## config.mk

```make
export PLATFORM = sky130hd
export DESIGN_NAME = latched_read_remote_access
export DESIGN_NICKNAME = d
export VERILOG_FILES = /design/src/latched_read_pkg.sv /design/src/latched_read_remote_access.sv
export SDC_FILE = /design/constraint.sdc
export NUM_CORES = 1
export LEC_CHECK = 0
export BUFFER_PORTS_ARGS = -buffer_cell sky130_fd_sc_hd__buf_2
export CORE_MARGIN = 4
export CORE_UTILIZATION = 45
export CTS_CLUSTER_DIAMETER = 200
export DETAILED_ROUTE_END_ITERATION = 10
export HOLD_SLACK_MARGIN = 0.15
export PLACE_DENSITY = 0.71
export SETUP_SLACK_MARGIN = 0.15
export SLEW_MARGIN = 20
export SYNTH_ARGS = -nofsm -noshare
export SYNTH_HDL_FRONTEND = slang
export SYNTH_SLANG_ARGS = --single-unit
export TNS_END_PERCENT = 1
```

## constraint.sdc

```tcl
create_clock -name clock_in -period 1.6 [get_ports clock_in]
set_input_delay 0.24 -clock clock_in [delete_from_list [all_inputs] [get_ports clock_in]]
set_output_delay 0.24 -clock clock_in [all_outputs]
set_load 0.03 [all_outputs]
```

## src/latched_read_pkg.sv

```systemverilog
// shared constants for the latched read remote access block
package latched_read_pkg;
    // -------------------------------------------------------------
    // register offsets (byte addresses)
    // -------------------------------------------------------------
    localparam logic [3:0] ctrl_off = 4'h0;
    localparam logic [3:0] status_off = 4'h4;
    localparam logic [3:0] pc_off = 4'h8;
    // -------------------------------------------------------------
    // control register fields
    // -------------------------------------------------------------
    localparam int ctrl_lor_bit = 0;
    localparam int ctrl_ms_lo = 1;
    localparam int ctrl_iw_lo = 4;
    localparam int ctrl_dw_lo = 8;
    localparam logic [31:0] ctrl_reset = 32'h0000_0000;
    localparam logic [1:0] ms_data = 2'h0;
    localparam logic [1:0] ms_instr = 2'h1;
    localparam logic [1:0] ms_pc_lo = 2'h2;
    localparam logic [1:0] ms_pc_hi = 2'h3;
    localparam logic [15:0] pc_reset = 16'h0000;
    // -------------------------------------------------------------
    // axi responses
    // -------------------------------------------------------------
    localparam logic [1:0] resp_okay = 2'h0;
    localparam logic [1:0] resp_slverr = 2'h2;
    // -------------------------------------------------------------
    // machine states
    // -------------------------------------------------------------
    typedef enum logic [3:0] {
        st_idle1 = 4'h0,
        st_idle2 = 4'h1,
        st_take = 4'h2,
        st_setup = 4'h3,
        st_access = 4'h4,
        st_term = 4'h5,
        st_release = 4'h6,
        st_final = 4'h7
    } fsm_e;
endpackage

```

## src/latched_read_remote_access.sv

```systemverilog
// latched read remote access machine with axi4-lite control registers
//
// Chosen here: register access over AXI4-Lite and the placing of the registers.
`timescale 1ns/100ps
module latched_read_remote_access #(
    parameter int ADDR_W = 16
) (
    // clock and reset
    input wire logic clock_in,
    input wire logic nrst_in,
    // axi4-lite write
    input wire logic [3:0] s_axi_awaddr_in,
    input wire logic s_axi_awvalid_in,
    output logic s_axi_awready_out,
    input wire logic [31:0] s_axi_wdata_in,
    input wire logic [3:0] s_axi_wstrb_in,
    input wire logic s_axi_wvalid_in,
    output logic s_axi_wready_out,
    output logic [1:0] s_axi_bresp_out,
    output logic s_axi_bvalid_out,
    input wire logic s_axi_bready_in,
    // axi4-lite read
    input wire logic [3:0] s_axi_araddr_in,
    input wire logic s_axi_arvalid_in,
    output logic s_axi_arready_out,
    output logic [31:0] s_axi_rdata_out,
    output logic [1:0] s_axi_rresp_out,
    output logic s_axi_rvalid_out,
    input wire logic s_axi_rready_in,
    // remote side
    input wire logic remote_access_enable_in,
    input wire logic remote_read_strobe_n_in,
    input wire logic reg_select_in,
    input wire logic wait_n_in,
    output logic transfer_ack_out,
    output logic local_ownership_out,
    // local timing unit
    input wire logic lock_in,
    input wire logic local_bus_request_in,
    output logic local_bus_grant_out,
    output logic local_wait_out,
    // memory buses
    input wire logic [15:0] instr_word_in,
    input wire logic [7:0] remote_ctrl_data_in,
    output logic mem_read_n_out,
    output logic [7:0] data_bus_out,
    output logic data_bus_oe_out,
    output logic addr_bus_oe_out
);
    // -------------------------------------------------------------
    // registers
    // -------------------------------------------------------------
    latched_read_pkg::fsm_e state_q;
    latched_read_pkg::fsm_e state_d;
    logic [31:0] ctrl_q;
    logic [15:0] pc_q;
    logic high_byte_flag_q;
    logic [1:0] iw_cnt_q;
    logic [2:0] dw_cnt_q;
    logic [1:0] target_q;
    logic is_reg_q;
    logic aw_hold_q;
    logic w_hold_q;
    logic [3:0] aw_addr_q;
    logic [31:0] w_data_q;
    logic [3:0] w_strb_q;

    wire logic rd_req = remote_access_enable_in & ~remote_read_strobe_n_in;
    wire logic lock_out_remote = ctrl_q[latched_read_pkg::ctrl_lor_bit];
    wire logic [1:0] memory_select = ctrl_q[latched_read_pkg::ctrl_ms_lo +: 2];
    wire logic [1:0] instr_wait_count = ctrl_q[latched_read_pkg::ctrl_iw_lo +: 2];
    wire logic [2:0] data_wait_count = ctrl_q[latched_read_pkg::ctrl_dw_lo +: 3];
    wire logic is_data = ~is_reg_q & (target_q == latched_read_pkg::ms_data);
    wire logic is_instr = ~is_reg_q & (target_q == latched_read_pkg::ms_instr);
    wire logic waits_done = is_data ? (dw_cnt_q == 3'h0) : (is_instr ? (iw_cnt_q == 2'h0) : 1'b1);
    wire logic idle = (state_q == latched_read_pkg::st_idle1) |
        (state_q == latched_read_pkg::st_idle2);
    wire logic busy_local = lock_out_remote | local_bus_grant_out;

    // -------------------------------------------------------------
    // state machine
    // -------------------------------------------------------------
    always_comb begin
        state_d = state_q;
        case (state_q)
            latched_read_pkg::st_idle1: begin
                if (rd_req && busy_local) begin
                    state_d = latched_read_pkg::st_idle2;
                end else if (rd_req && !local_bus_request_in) begin
                    state_d = latched_read_pkg::st_take;
                end
            end
            latched_read_pkg::st_idle2: begin
                if (!rd_req) begin
                    state_d = latched_read_pkg::st_idle1;
                end else if (!busy_local && !local_bus_request_in) begin
                    state_d = latched_read_pkg::st_take;
                end
            end
            latched_read_pkg::st_take: state_d = latched_read_pkg::st_setup;
            latched_read_pkg::st_setup: state_d = latched_read_pkg::st_access;
            latched_read_pkg::st_access: begin
                if (waits_done && wait_n_in) begin
                    state_d = latched_read_pkg::st_term;
                end
            end
            latched_read_pkg::st_term: state_d = latched_read_pkg::st_release;
            latched_read_pkg::st_release: begin
                state_d = rd_req ? latched_read_pkg::st_final : latched_read_pkg::st_idle1;
            end
            latched_read_pkg::st_final: begin
                if (!rd_req) begin
                    state_d = latched_read_pkg::st_idle1;
                end
            end
            default: state_d = latched_read_pkg::st_idle1;
        endcase
    end

    // byte offered on the data bus for the access in progress
    wire logic [7:0] access_byte = is_reg_q ? remote_ctrl_data_in :
        (target_q == latched_read_pkg::ms_pc_lo) ? pc_q[7:0] :
        (target_q == latched_read_pkg::ms_pc_hi) ? pc_q[15:8] :
        high_byte_flag_q ? instr_word_in[15:8] : instr_word_in[7:0];
    wire logic wr_fire = aw_hold_q && w_hold_q && !s_axi_bvalid_out;
    wire logic ms_write_instr = wr_fire && (aw_addr_q == latched_read_pkg::ctrl_off) &&
        w_strb_q[0] && (w_data_q[latched_read_pkg::ctrl_ms_lo +: 2] == latched_read_pkg::ms_instr);
    wire logic end_instr = (state_q == latched_read_pkg::st_release) && is_instr;

    // -------------------------------------------------------------
    // axi4-lite slave
    // -------------------------------------------------------------
    wire logic wr_ok = (aw_addr_q == latched_read_pkg::ctrl_off);
    wire logic [31:0] rd_word = (s_axi_araddr_in == latched_read_pkg::ctrl_off) ? ctrl_q :
        (s_axi_araddr_in == latched_read_pkg::status_off) ?
        {27'h0, high_byte_flag_q, state_q} :
        (s_axi_araddr_in == latched_read_pkg::pc_off) ? {16'h0, pc_q} : 32'h0000_0000;
    wire logic rd_ok = (s_axi_araddr_in == latched_read_pkg::ctrl_off) ||
        (s_axi_araddr_in == latched_read_pkg::status_off) ||
        (s_axi_araddr_in == latched_read_pkg::pc_off);
    logic [31:0] ctrl_merge;
    always_comb begin
        ctrl_merge = ctrl_q;
        for (int i = 0; i < 4; i++) begin
            if (w_strb_q[i]) begin
                ctrl_merge[i*8 +: 8] = w_data_q[i*8 +: 8];
            end
        end
    end

    always_ff @(posedge clock_in) begin
        if (!nrst_in) begin
            aw_hold_q <= 1'b0;
            w_hold_q <= 1'b0;
            aw_addr_q <= 4'h0;
            w_data_q <= 32'h0000_0000;
            w_strb_q <= 4'h0;
            s_axi_awready_out <= 1'b0;
            s_axi_wready_out <= 1'b0;
            s_axi_bvalid_out <= 1'b0;
            s_axi_bresp_out <= latched_read_pkg::resp_okay;
            s_axi_arready_out <= 1'b0;
            s_axi_rvalid_out <= 1'b0;
            s_axi_rdata_out <= 32'h0000_0000;
            s_axi_rresp_out <= latched_read_pkg::resp_okay;
            ctrl_q <= latched_read_pkg::ctrl_reset;
        end else begin
            s_axi_awready_out <= !aw_hold_q && !s_axi_awready_out && s_axi_awvalid_in;
            s_axi_wready_out <= !w_hold_q && !s_axi_wready_out && s_axi_wvalid_in;
            if (s_axi_awready_out && s_axi_awvalid_in) begin
                aw_hold_q <= 1'b1;
                aw_addr_q <= s_axi_awaddr_in;
            end
            if (s_axi_wready_out && s_axi_wvalid_in) begin
                w_hold_q <= 1'b1;
                w_data_q <= s_axi_wdata_in;
                w_strb_q <= s_axi_wstrb_in;
            end
            if (wr_fire) begin
                aw_hold_q <= 1'b0;
                w_hold_q <= 1'b0;
                s_axi_bvalid_out <= 1'b1;
                s_axi_bresp_out <= wr_ok ? latched_read_pkg::resp_okay :
                    latched_read_pkg::resp_slverr;
                if (wr_ok) begin
                    ctrl_q <= ctrl_merge;
                end
            end else if (s_axi_bready_in) begin
                s_axi_bvalid_out <= 1'b0;
            end
            s_axi_arready_out <= !s_axi_arready_out && !s_axi_rvalid_out && s_axi_arvalid_in;
            if (s_axi_arready_out && s_axi_arvalid_in) begin
                s_axi_rvalid_out <= 1'b1;
                s_axi_rdata_out <= rd_word;
                s_axi_rresp_out <= rd_ok ? latched_read_pkg::resp_okay :
                    latched_read_pkg::resp_slverr;
            end else if (s_axi_rready_in) begin
                s_axi_rvalid_out <= 1'b0;
            end
        end
    end

    // -------------------------------------------------------------
    // access bookkeeping
    // -------------------------------------------------------------
    always_ff @(posedge clock_in) begin
        if (!nrst_in) begin
            state_q <= latched_read_pkg::st_idle1;
            pc_q <= latched_read_pkg::pc_reset;
            high_byte_flag_q <= 1'b0;
            iw_cnt_q <= 2'h0;
            dw_cnt_q <= 3'h0;
            target_q <= latched_read_pkg::ms_data;
            is_reg_q <= 1'b0;
        end else begin
            state_q <= state_d;
            if (state_q == latched_read_pkg::st_take) begin
                target_q <= memory_select;
                is_reg_q <= reg_select_in;
            end
            if (state_q == latched_read_pkg::st_setup) begin
                iw_cnt_q <= instr_wait_count;
                dw_cnt_q <= data_wait_count;
            end else if (state_q == latched_read_pkg::st_access) begin
                if (iw_cnt_q != 2'h0) begin
                    iw_cnt_q <= iw_cnt_q - 2'h1;
                end
                if (dw_cnt_q != 3'h0) begin
                    dw_cnt_q <= dw_cnt_q - 3'h1;
                end
            end
            // a control write of 01 realigns even if an access ends now
            if (ms_write_instr) begin
                high_byte_flag_q <= 1'b0;
            end else if (end_instr) begin
                high_byte_flag_q <= ~high_byte_flag_q;
            end
            if (end_instr && high_byte_flag_q) begin
                pc_q <= pc_q + 16'h0001;
            end
        end
    end

    // -------------------------------------------------------------
    // pin drive; one clock late so access actions hold into the next state, save ownership and ack, which follow state_d
    // -------------------------------------------------------------
    wire logic in_access = (state_q == latched_read_pkg::st_access);
    always_ff @(posedge clock_in) begin
        if (!nrst_in) begin
            transfer_ack_out <= 1'b1;
            local_ownership_out <= 1'b0;
            local_bus_grant_out <= 1'b0;
            local_wait_out <= 1'b0;
            mem_read_n_out <= 1'b1;
            data_bus_out <= 8'h00;
            data_bus_oe_out <= 1'b0;
            addr_bus_oe_out <= 1'b0;
        end else begin
            transfer_ack_out <= !(rd_req && (idle || state_d != latched_read_pkg::st_term) &&
                state_q != latched_read_pkg::st_term && state_q != latched_read_pkg::st_release &&
                state_q != latched_read_pkg::st_final) || state_d == latched_read_pkg::st_term;
            local_ownership_out <= (state_d == latched_read_pkg::st_setup) ||
                (state_d == latched_read_pkg::st_access) ||
                (state_d == latched_read_pkg::st_term);
            local_bus_grant_out <= (idle && state_d != latched_read_pkg::st_take && lock_in &&
                local_bus_request_in) || (((state_q == latched_read_pkg::st_release) ||
                (state_q == latched_read_pkg::st_final)) && local_bus_request_in);
            local_wait_out <= !idle && state_q != latched_read_pkg::st_term &&
                state_q != latched_read_pkg::st_release && state_q != latched_read_pkg::st_final &&
                local_bus_request_in;
            mem_read_n_out <= !(in_access && is_data);
            data_bus_out <= in_access ? access_byte : remote_ctrl_data_in;
            data_bus_oe_out <= !(state_q == latched_read_pkg::st_take ||
                state_q == latched_read_pkg::st_setup || state_q == latched_read_pkg::st_term) &&
                !(in_access && is_data);
            addr_bus_oe_out <= !(state_q == latched_read_pkg::st_take ||
                state_q == latched_read_pkg::st_setup || in_access ||
                state_q == latched_read_pkg::st_term);
        end
    end
endmodule

```

==> results of run 1 <==
## metal layers
metal,track usage,share of wire,vias to the layer above
li1,-,-,3061
met1,0.2895,0.42,2938
met2,0.3766,0.48,235
met3,0.06145,0.076,35
met4,0.08707,0.024,0
met5,0,0,-
## area by class of cell
cell class	count	area share
clock buffer	22	0.05197
clock inverter	7	0.009872
inverter	12	0.005210
multi-input combinational	521	0.3498
sequential	157	0.3454
tap	180	0.02468
timing repair buffer	261	0.2131
## placed cells by master (no fill, tap or decap), drive strengths merged, types with 3 or more instances in the layout
cell type,count
a21oi,87
nor2b,6
a22oi,5
o2bb2ai,5
nor3b,3
mux2i,48
nor4,4
a221oi,11
conb,3
nand3,35
mux2,8
nand4,6
nand2,128
and2,3
a211oi,3
clkinv,3
or4,10
clkbuf,23
buf,199
o31ai,11
ha,4
inv,12
nand2b,8
dfxtp,157
dlygate4sd3,59
nor3,22
nor2,68
o211ai,11
o21ai,6
## per-stage QoR
stage          cell area (sq um)  hold WS [ps]  instances  utilization
2_1_floorplan               6426         358.3        740            -
5_1_grt                     9125         205.9       1160       0.6548
3_3_place_gp                7706         426.1       1067       0.5530
4_1_cts                     9035         185.5       1160       0.6484
3_5_place_dp                7706         437.3       1067       0.5530
6_report                    9125         203.2       1160       0.6548
## timing repair
item | 4_1_cts | 5_1_grt
hold buffers | 61 | 0
setup buffers | 2 | 0
resized for setup | 23 | 23
hold endpoints to repair | 61 | 0
endpoints found under the setup margin | 60 | 66
cloned | 1 | 0
pin swaps | 19 | 28
## critical path: stages, from the launching register on
cell and delay [ps]:
dfxtp_2 320, and4bb_2 330, nand3_4 110, buf_12 160, or4_1 500, a21oi_1 140
## flip-flops by register name, summed over array words and instances, names as in the netlist, 2 cells and up
register	cells
ctrl_q	32
s_axi_rdata_out	32
w_data_q	32
pc_q	16
data_bus_out	8
aw_addr_q	4
state_q	4
w_strb_q	4
dw_cnt_q	3
iw_cnt_q	2
target_q	2
## worst max path at each step
stage | from | endpoint
2_1_floorplan | state_q[0] | local_ownership_out
3_3_place_gp | state_q[0] | pc_q[15]
3_5_place_dp | state_q[0] | pc_q[5]
4_1_cts | state_q[3] | pc_q[5]
5_1_grt | state_q[3] | local_ownership_out
6_report | state_q[3] | pc_q[5]
## where the power goes
| group | leakage, nW | switching, mW | internal [mW] |
|---|---|---|---|
| Clock | 0.274 | 1.50 | 2.38 |
| Combinational | 2.29 | 0.387 | 0.333 |
| Sequential | 1.28 | 0.0433 | 3.99 |
## kinds of logic (layout without fill, tap and decap cells)
logic type | after synthesis | count (layout)
xor+xnor | 3 | 3
simple gates | 305 | 305
compound gates | 150 | 150
mux | 56 | 56
buf+inv | 62 | 302
fa+ha+maj | 4 | 4
flops | 157 | 157
other cells | 1 | 3
==> flow_metrics.tcl, run 1 <==
set metrics [dict create \
    dpl.hpwl_um 12180 \
    coreArea_sq_mm 0.01393 \
    grt_max_degree 38 \
    cts_sinks 157 \
    synth_commonest_cells "dfxtp_1 (157), nand2_1 (128), a21oi_1 (87), nor2_1 (68), mux2i_1 (48)" \
    synth_xor_area_frac 0.004095 \
    nFillCells 1077 \
    pin_count 137 \
    fp-row-count 43 \
    ys_types 56 \
    critical_path_arrival_ps 1990 \
    seq_area_sq_mm 0.003152 \
    fin_tns_setup_ps -68.03 \
    multiInputGateArea_sq_mm 0.003192 \
    finalNetCount 1055 \
    path_class "reg2reg" \
    synth_mux_area_frac 0.08892 \
    antenna_found_initial 0 \
    async_reset_ff_frac 0 \
    io_buffers 134 \
    hold_start "remote_read_strobe_n_in" \
    final_layout_size_suffix_gt1_frac 0.2837 \
    status "finished with violations" \
    wire_per_inst_um 16.13 \
    finClkSkew_ps 8.483 \
    finalSetupViolCount 4 \
    numCtsBuffers 17 \
    yosys.area_share.adder 0.007800 \
    yosysTopAreaCell "dfxtp_1" \
    initial_core_util 0.4604 \
    rrSetupSlack_ps -30 \
    netlist.area_leader.share 0.4899 \
    gp_congestion 0.8411 \
    required_ps 1960 \
    seq_area_frac_synth 0.4899 \
    drv_cap 0 \
    crit_path_max_fanout 10 \
    startpoint_type "flip-flop" \
    dieArea_sq_mm 0.01623 \
    grt_pass1_vias 5968 \
    ir_drop_mv 0.6773 \
    synth.area.top_cells "dfxtp_1 (49%), mux2i_1 (7.5%), nand2_1 (7.5%)" \
    via_per_inst 5.404 \
    hp-class "in2reg" \
    hold_violations 0 \
    clk_latency_ps 430 \
    drc 0 \
    syn-instance-count 738 \
    synth_most_common_cell "dfxtp_1" \
    cts-root-buf "clkbuf_16" \
    failed_checks "setup timing" \
    hold_depth 4 \
    synth_seq_cells 157 \
    synth-compound-area-share 0.1451 \
    syn_to_final_growth_pct 42.22 \
    r2r_end "pc_q[5]" \
    rsz0062_at_grt "yes" \
    cts_tree "done" \
    dieHeight_um 127.4 \
    synthesis.area_sq_mm 0.006416 \
    drt_iter0_drc 310 \
    final_antenna_net_count 0 \
    synth-edff-count 0 \
    reg2regPathDepth 5 \
    setup_slack_ps -27.85 \
    clockBufferDepth 2 \
    power_mw 8.636 \
    avgSynthCellArea_sq_um 8.694 \
    htreeDepth 4 \
    end_kind "flip-flop" \
    period_minus_slack_ps 1628 \
    grt_usage 0.2297 \
    yosys.area_share.simple 0.2235 \
    yosysWarnings 0 \
    r2r-start "state_q[3]" \
    clk_pin_slew_ps 60 \
    n_antenna_cell 0 \
    vias 6269 \
    fmaxAchievable_ghz 0.6143 \
    grt_pass1_wl_um 29690 \
    slew_viol_final 0 \
    ys.flop_type "dfxtp_1" \
    drt_first_pass_iters 5 \
    fin_crit_sh 1.017 \
    place_ws_ps -26.80 \
    p_leak_nw 3.836 \
    synth_top_family_by_area "simple AND/OR/NAND/NOR gates" \
    drt_wl_total_um 18710 \
    min_to "transfer_ack_out" \
    gr-total-overflow 0 \
    die_w_um 127.4 \
    power.density_mw_per_mm2 946.4 \
]
No activity file was read; power rests on OpenSTA's default activity.
==> run 2, diff against run 1 <==
==> constraint.sdc (replaced) <==
create_clock -name clock_in -period 1.6 [get_ports clock_in]
set_input_delay 0.48 -clock clock_in [delete_from_list [all_inputs] [get_ports clock_in]]
set_output_delay 0.48 -clock clock_in [all_outputs]
set_load 0.03 [all_outputs]
==> run 2 against run 1 <==
Against the previous run:
- the flow still finishes with violations (setup timing)
- setup slack worse by 29 ps
- via count is 5.7% lower
- total power is 4.7% higher
- register-to-register slack worse by 30 ps
- design area is 3.8% lower
- utilization is 2.5 points lower
- sequential cell count stayed put
- critical path depth stayed put
- final cell count is 5.0% lower
- combinational power is 14% lower
- count of clock-buffer cells in the layout is 1 lower
==> flow_metrics.tcl, run 2 (synthesis gave the netlist of run 1 again) <==
set metrics [dict create \
    hp-class "in2reg" \
    cts_hold_buf 0 \
    startpoint_type "flip-flop" \
    via_per_inst 5.367 \
    period_minus_slack_ps 1657 \
    final_antenna_net_count 0 \
    pin_count 137 \
    fin_crit_sh 1.036 \
    vias 5914 \
    cts_tree "done" \
    wire_per_inst_um 15.86 \
    n_antenna_cell 0 \
    path_cells "and4bb_2, nand3_4, buf_12, or4_1, a21oi_2" \
    critPathTopFamily "simple AND/OR/NAND/NOR gates" \
    power_mw 9.046 \
    grt_max_degree 49 \
    path_class "reg2reg" \
    htreeDepth 4 \
    failed_checks "setup timing" \
    p_leak_nw 3.646 \
    status "finished with violations" \
    place_ws_ps -137.4 \
    drt_wl_total_um 17480 \
    max_stage_delay_ps 500 \
    finClkSkew_ps 8.093 \
    layout_commonest_cell "dfxtp_1" \
    hold_depth 3 \
    final_cell_mix "dfxtp_1 (137), nand2_1 (128), buf_2 (92), a21oi_1 (82), buf_4 (74)" \
    coreArea_sq_mm 0.01393 \
    clockBufferDepth 2 \
    worst_path_max_delay_cell "or4_1" \
    dieHeight_um 127.4 \
    clk_pin_slew_ps 70 \
    drt_first_pass_iters 4 \
    slew_viol_final 0 \
    drt_iter0_drc 318 \
    reg2regPathDepth 5 \
    dpl.hpwl_um 12270 \
    hold_violations 0 \
    finalNetCount 994 \
    initial_core_util 0.4604 \
    reg_top3 "ctrl_q: 32 flops, s_axi_rdata_out: 32 flops, w_data_q: 32 flops" \
    fp-row-count 43 \
    drc 0 \
    clk_latency_ps 430 \
    finalSetupViolCount 10 \
    grt_usage 0.2145 \
    crit_cells 5 \
    path_buf_inv 1 \
    numCtsBuffers 17 \
    fin_tns_setup_ps -277.3 \
    gp_congestion 0.8761 \
    fmaxAchievable_ghz 0.6035 \
    final_layout_size_suffix_gt1_frac 0.3243 \
    setup_slack_ps -56.97 \
    critical_path_arrival_ps 2020 \
    power.density_mw_per_mm2 1031 \
    die_w_um 127.4 \
    whs_ps 287.5 \
    grt_pass1_vias 5655 \
    required_ps 1960 \
    cts-root-buf "clkbuf_16" \
    ir_drop_mv 0.7619 \
    dieArea_sq_mm 0.01623 \
    drv_cap 0 \
    rsz0062_at_grt "yes" \
    grt_pass1_wl_um 27860 \
    gr-total-overflow 0 \
    io_buffers 134 \
    antenna_found_initial 1 \
    end_kind "flip-flop" \
    crit_path_max_fanout 10 \
    cts_sinks 157 \
    syn_to_final_growth_pct 36.80 \
]
run 2: cell count changes in the layout (fill, tap and decap cells not counted), sizes merged:
cell and delta:
dlygate4sd3 -59, buf -3, bufinv +2, clkbuf +2, dlymetal6s4s -2, inv +2
run 2: metrics by stage:
| step | utilization | instance area (sq um) | cells |
|---|---|---|---|
| final | 0.6299 | 8777 | 1102 |
| after global routing | 0.6299 | 8777 | 1102 |
| after CTS | 0.6075 | 8466 | 1100 |
| after detailed placement | 0.5518 | 7689 | 1067 |
| after global placement | 0.5518 | 7689 | 1067 |
| after floorplan | - | 6442 | 740 |
run 2: worst min-delay path: stages:
cell     delay, ps
buf_2          110
nand2_1         50
nor3_1          40
run 2: what timing repair did:
action	CTS	global route
resized for setup	43	90
setup endpoints to repair	87	95
pin swaps	11	47
cloned	0	1
buffers inserted	1	1
hold endpoints to repair	0	0
run 2: routing by layer:
metal / track usage / up-vias / part of all wire
li1: - / 2945 / -
met1: 0.2840 / 2776 / 0.45
met2: 0.3397 / 171 / 0.47
met3: 0.06104 / 20 / 0.072
met4: 0.06751 / 2 / 0.013
met5: 0 / - / 0.00063
run 2: worst paths after layout:
path / start / to / slack, ps
worst max-delay path: state_q[0] / pc_q[8] / -60
worst min-delay path: s_axi_wvalid_in / s_axi_wready_out / 290
worst max register to register: state_q[0] / pc_q[8] / -60
worst min register to register: s_axi_rvalid_out / s_axi_arready_out / 440
run 2: report_power, final:
group / total [mW] / switching, mW / internal (mW) / leakage [nW]
clock: 4.40 / 1.64 / 2.76 / 0.312
sequential: 4.03 / 0.0442 / 3.99 / 1.28
combinational: 0.620 / 0.363 / 0.257 / 2.05
total: 9.05 / 2.05 / 7.00 / 3.65
run 2: cell type report:
class	count	area [sq um]
flip-flops and latches	157	3168
well taps	180	225.2
clock buffers	21	470.5
multi-input cells	521	3222
inverters	12	47.55
fillers	1136	5157
clock inverters	11	181.4
repair buffers	200	1463
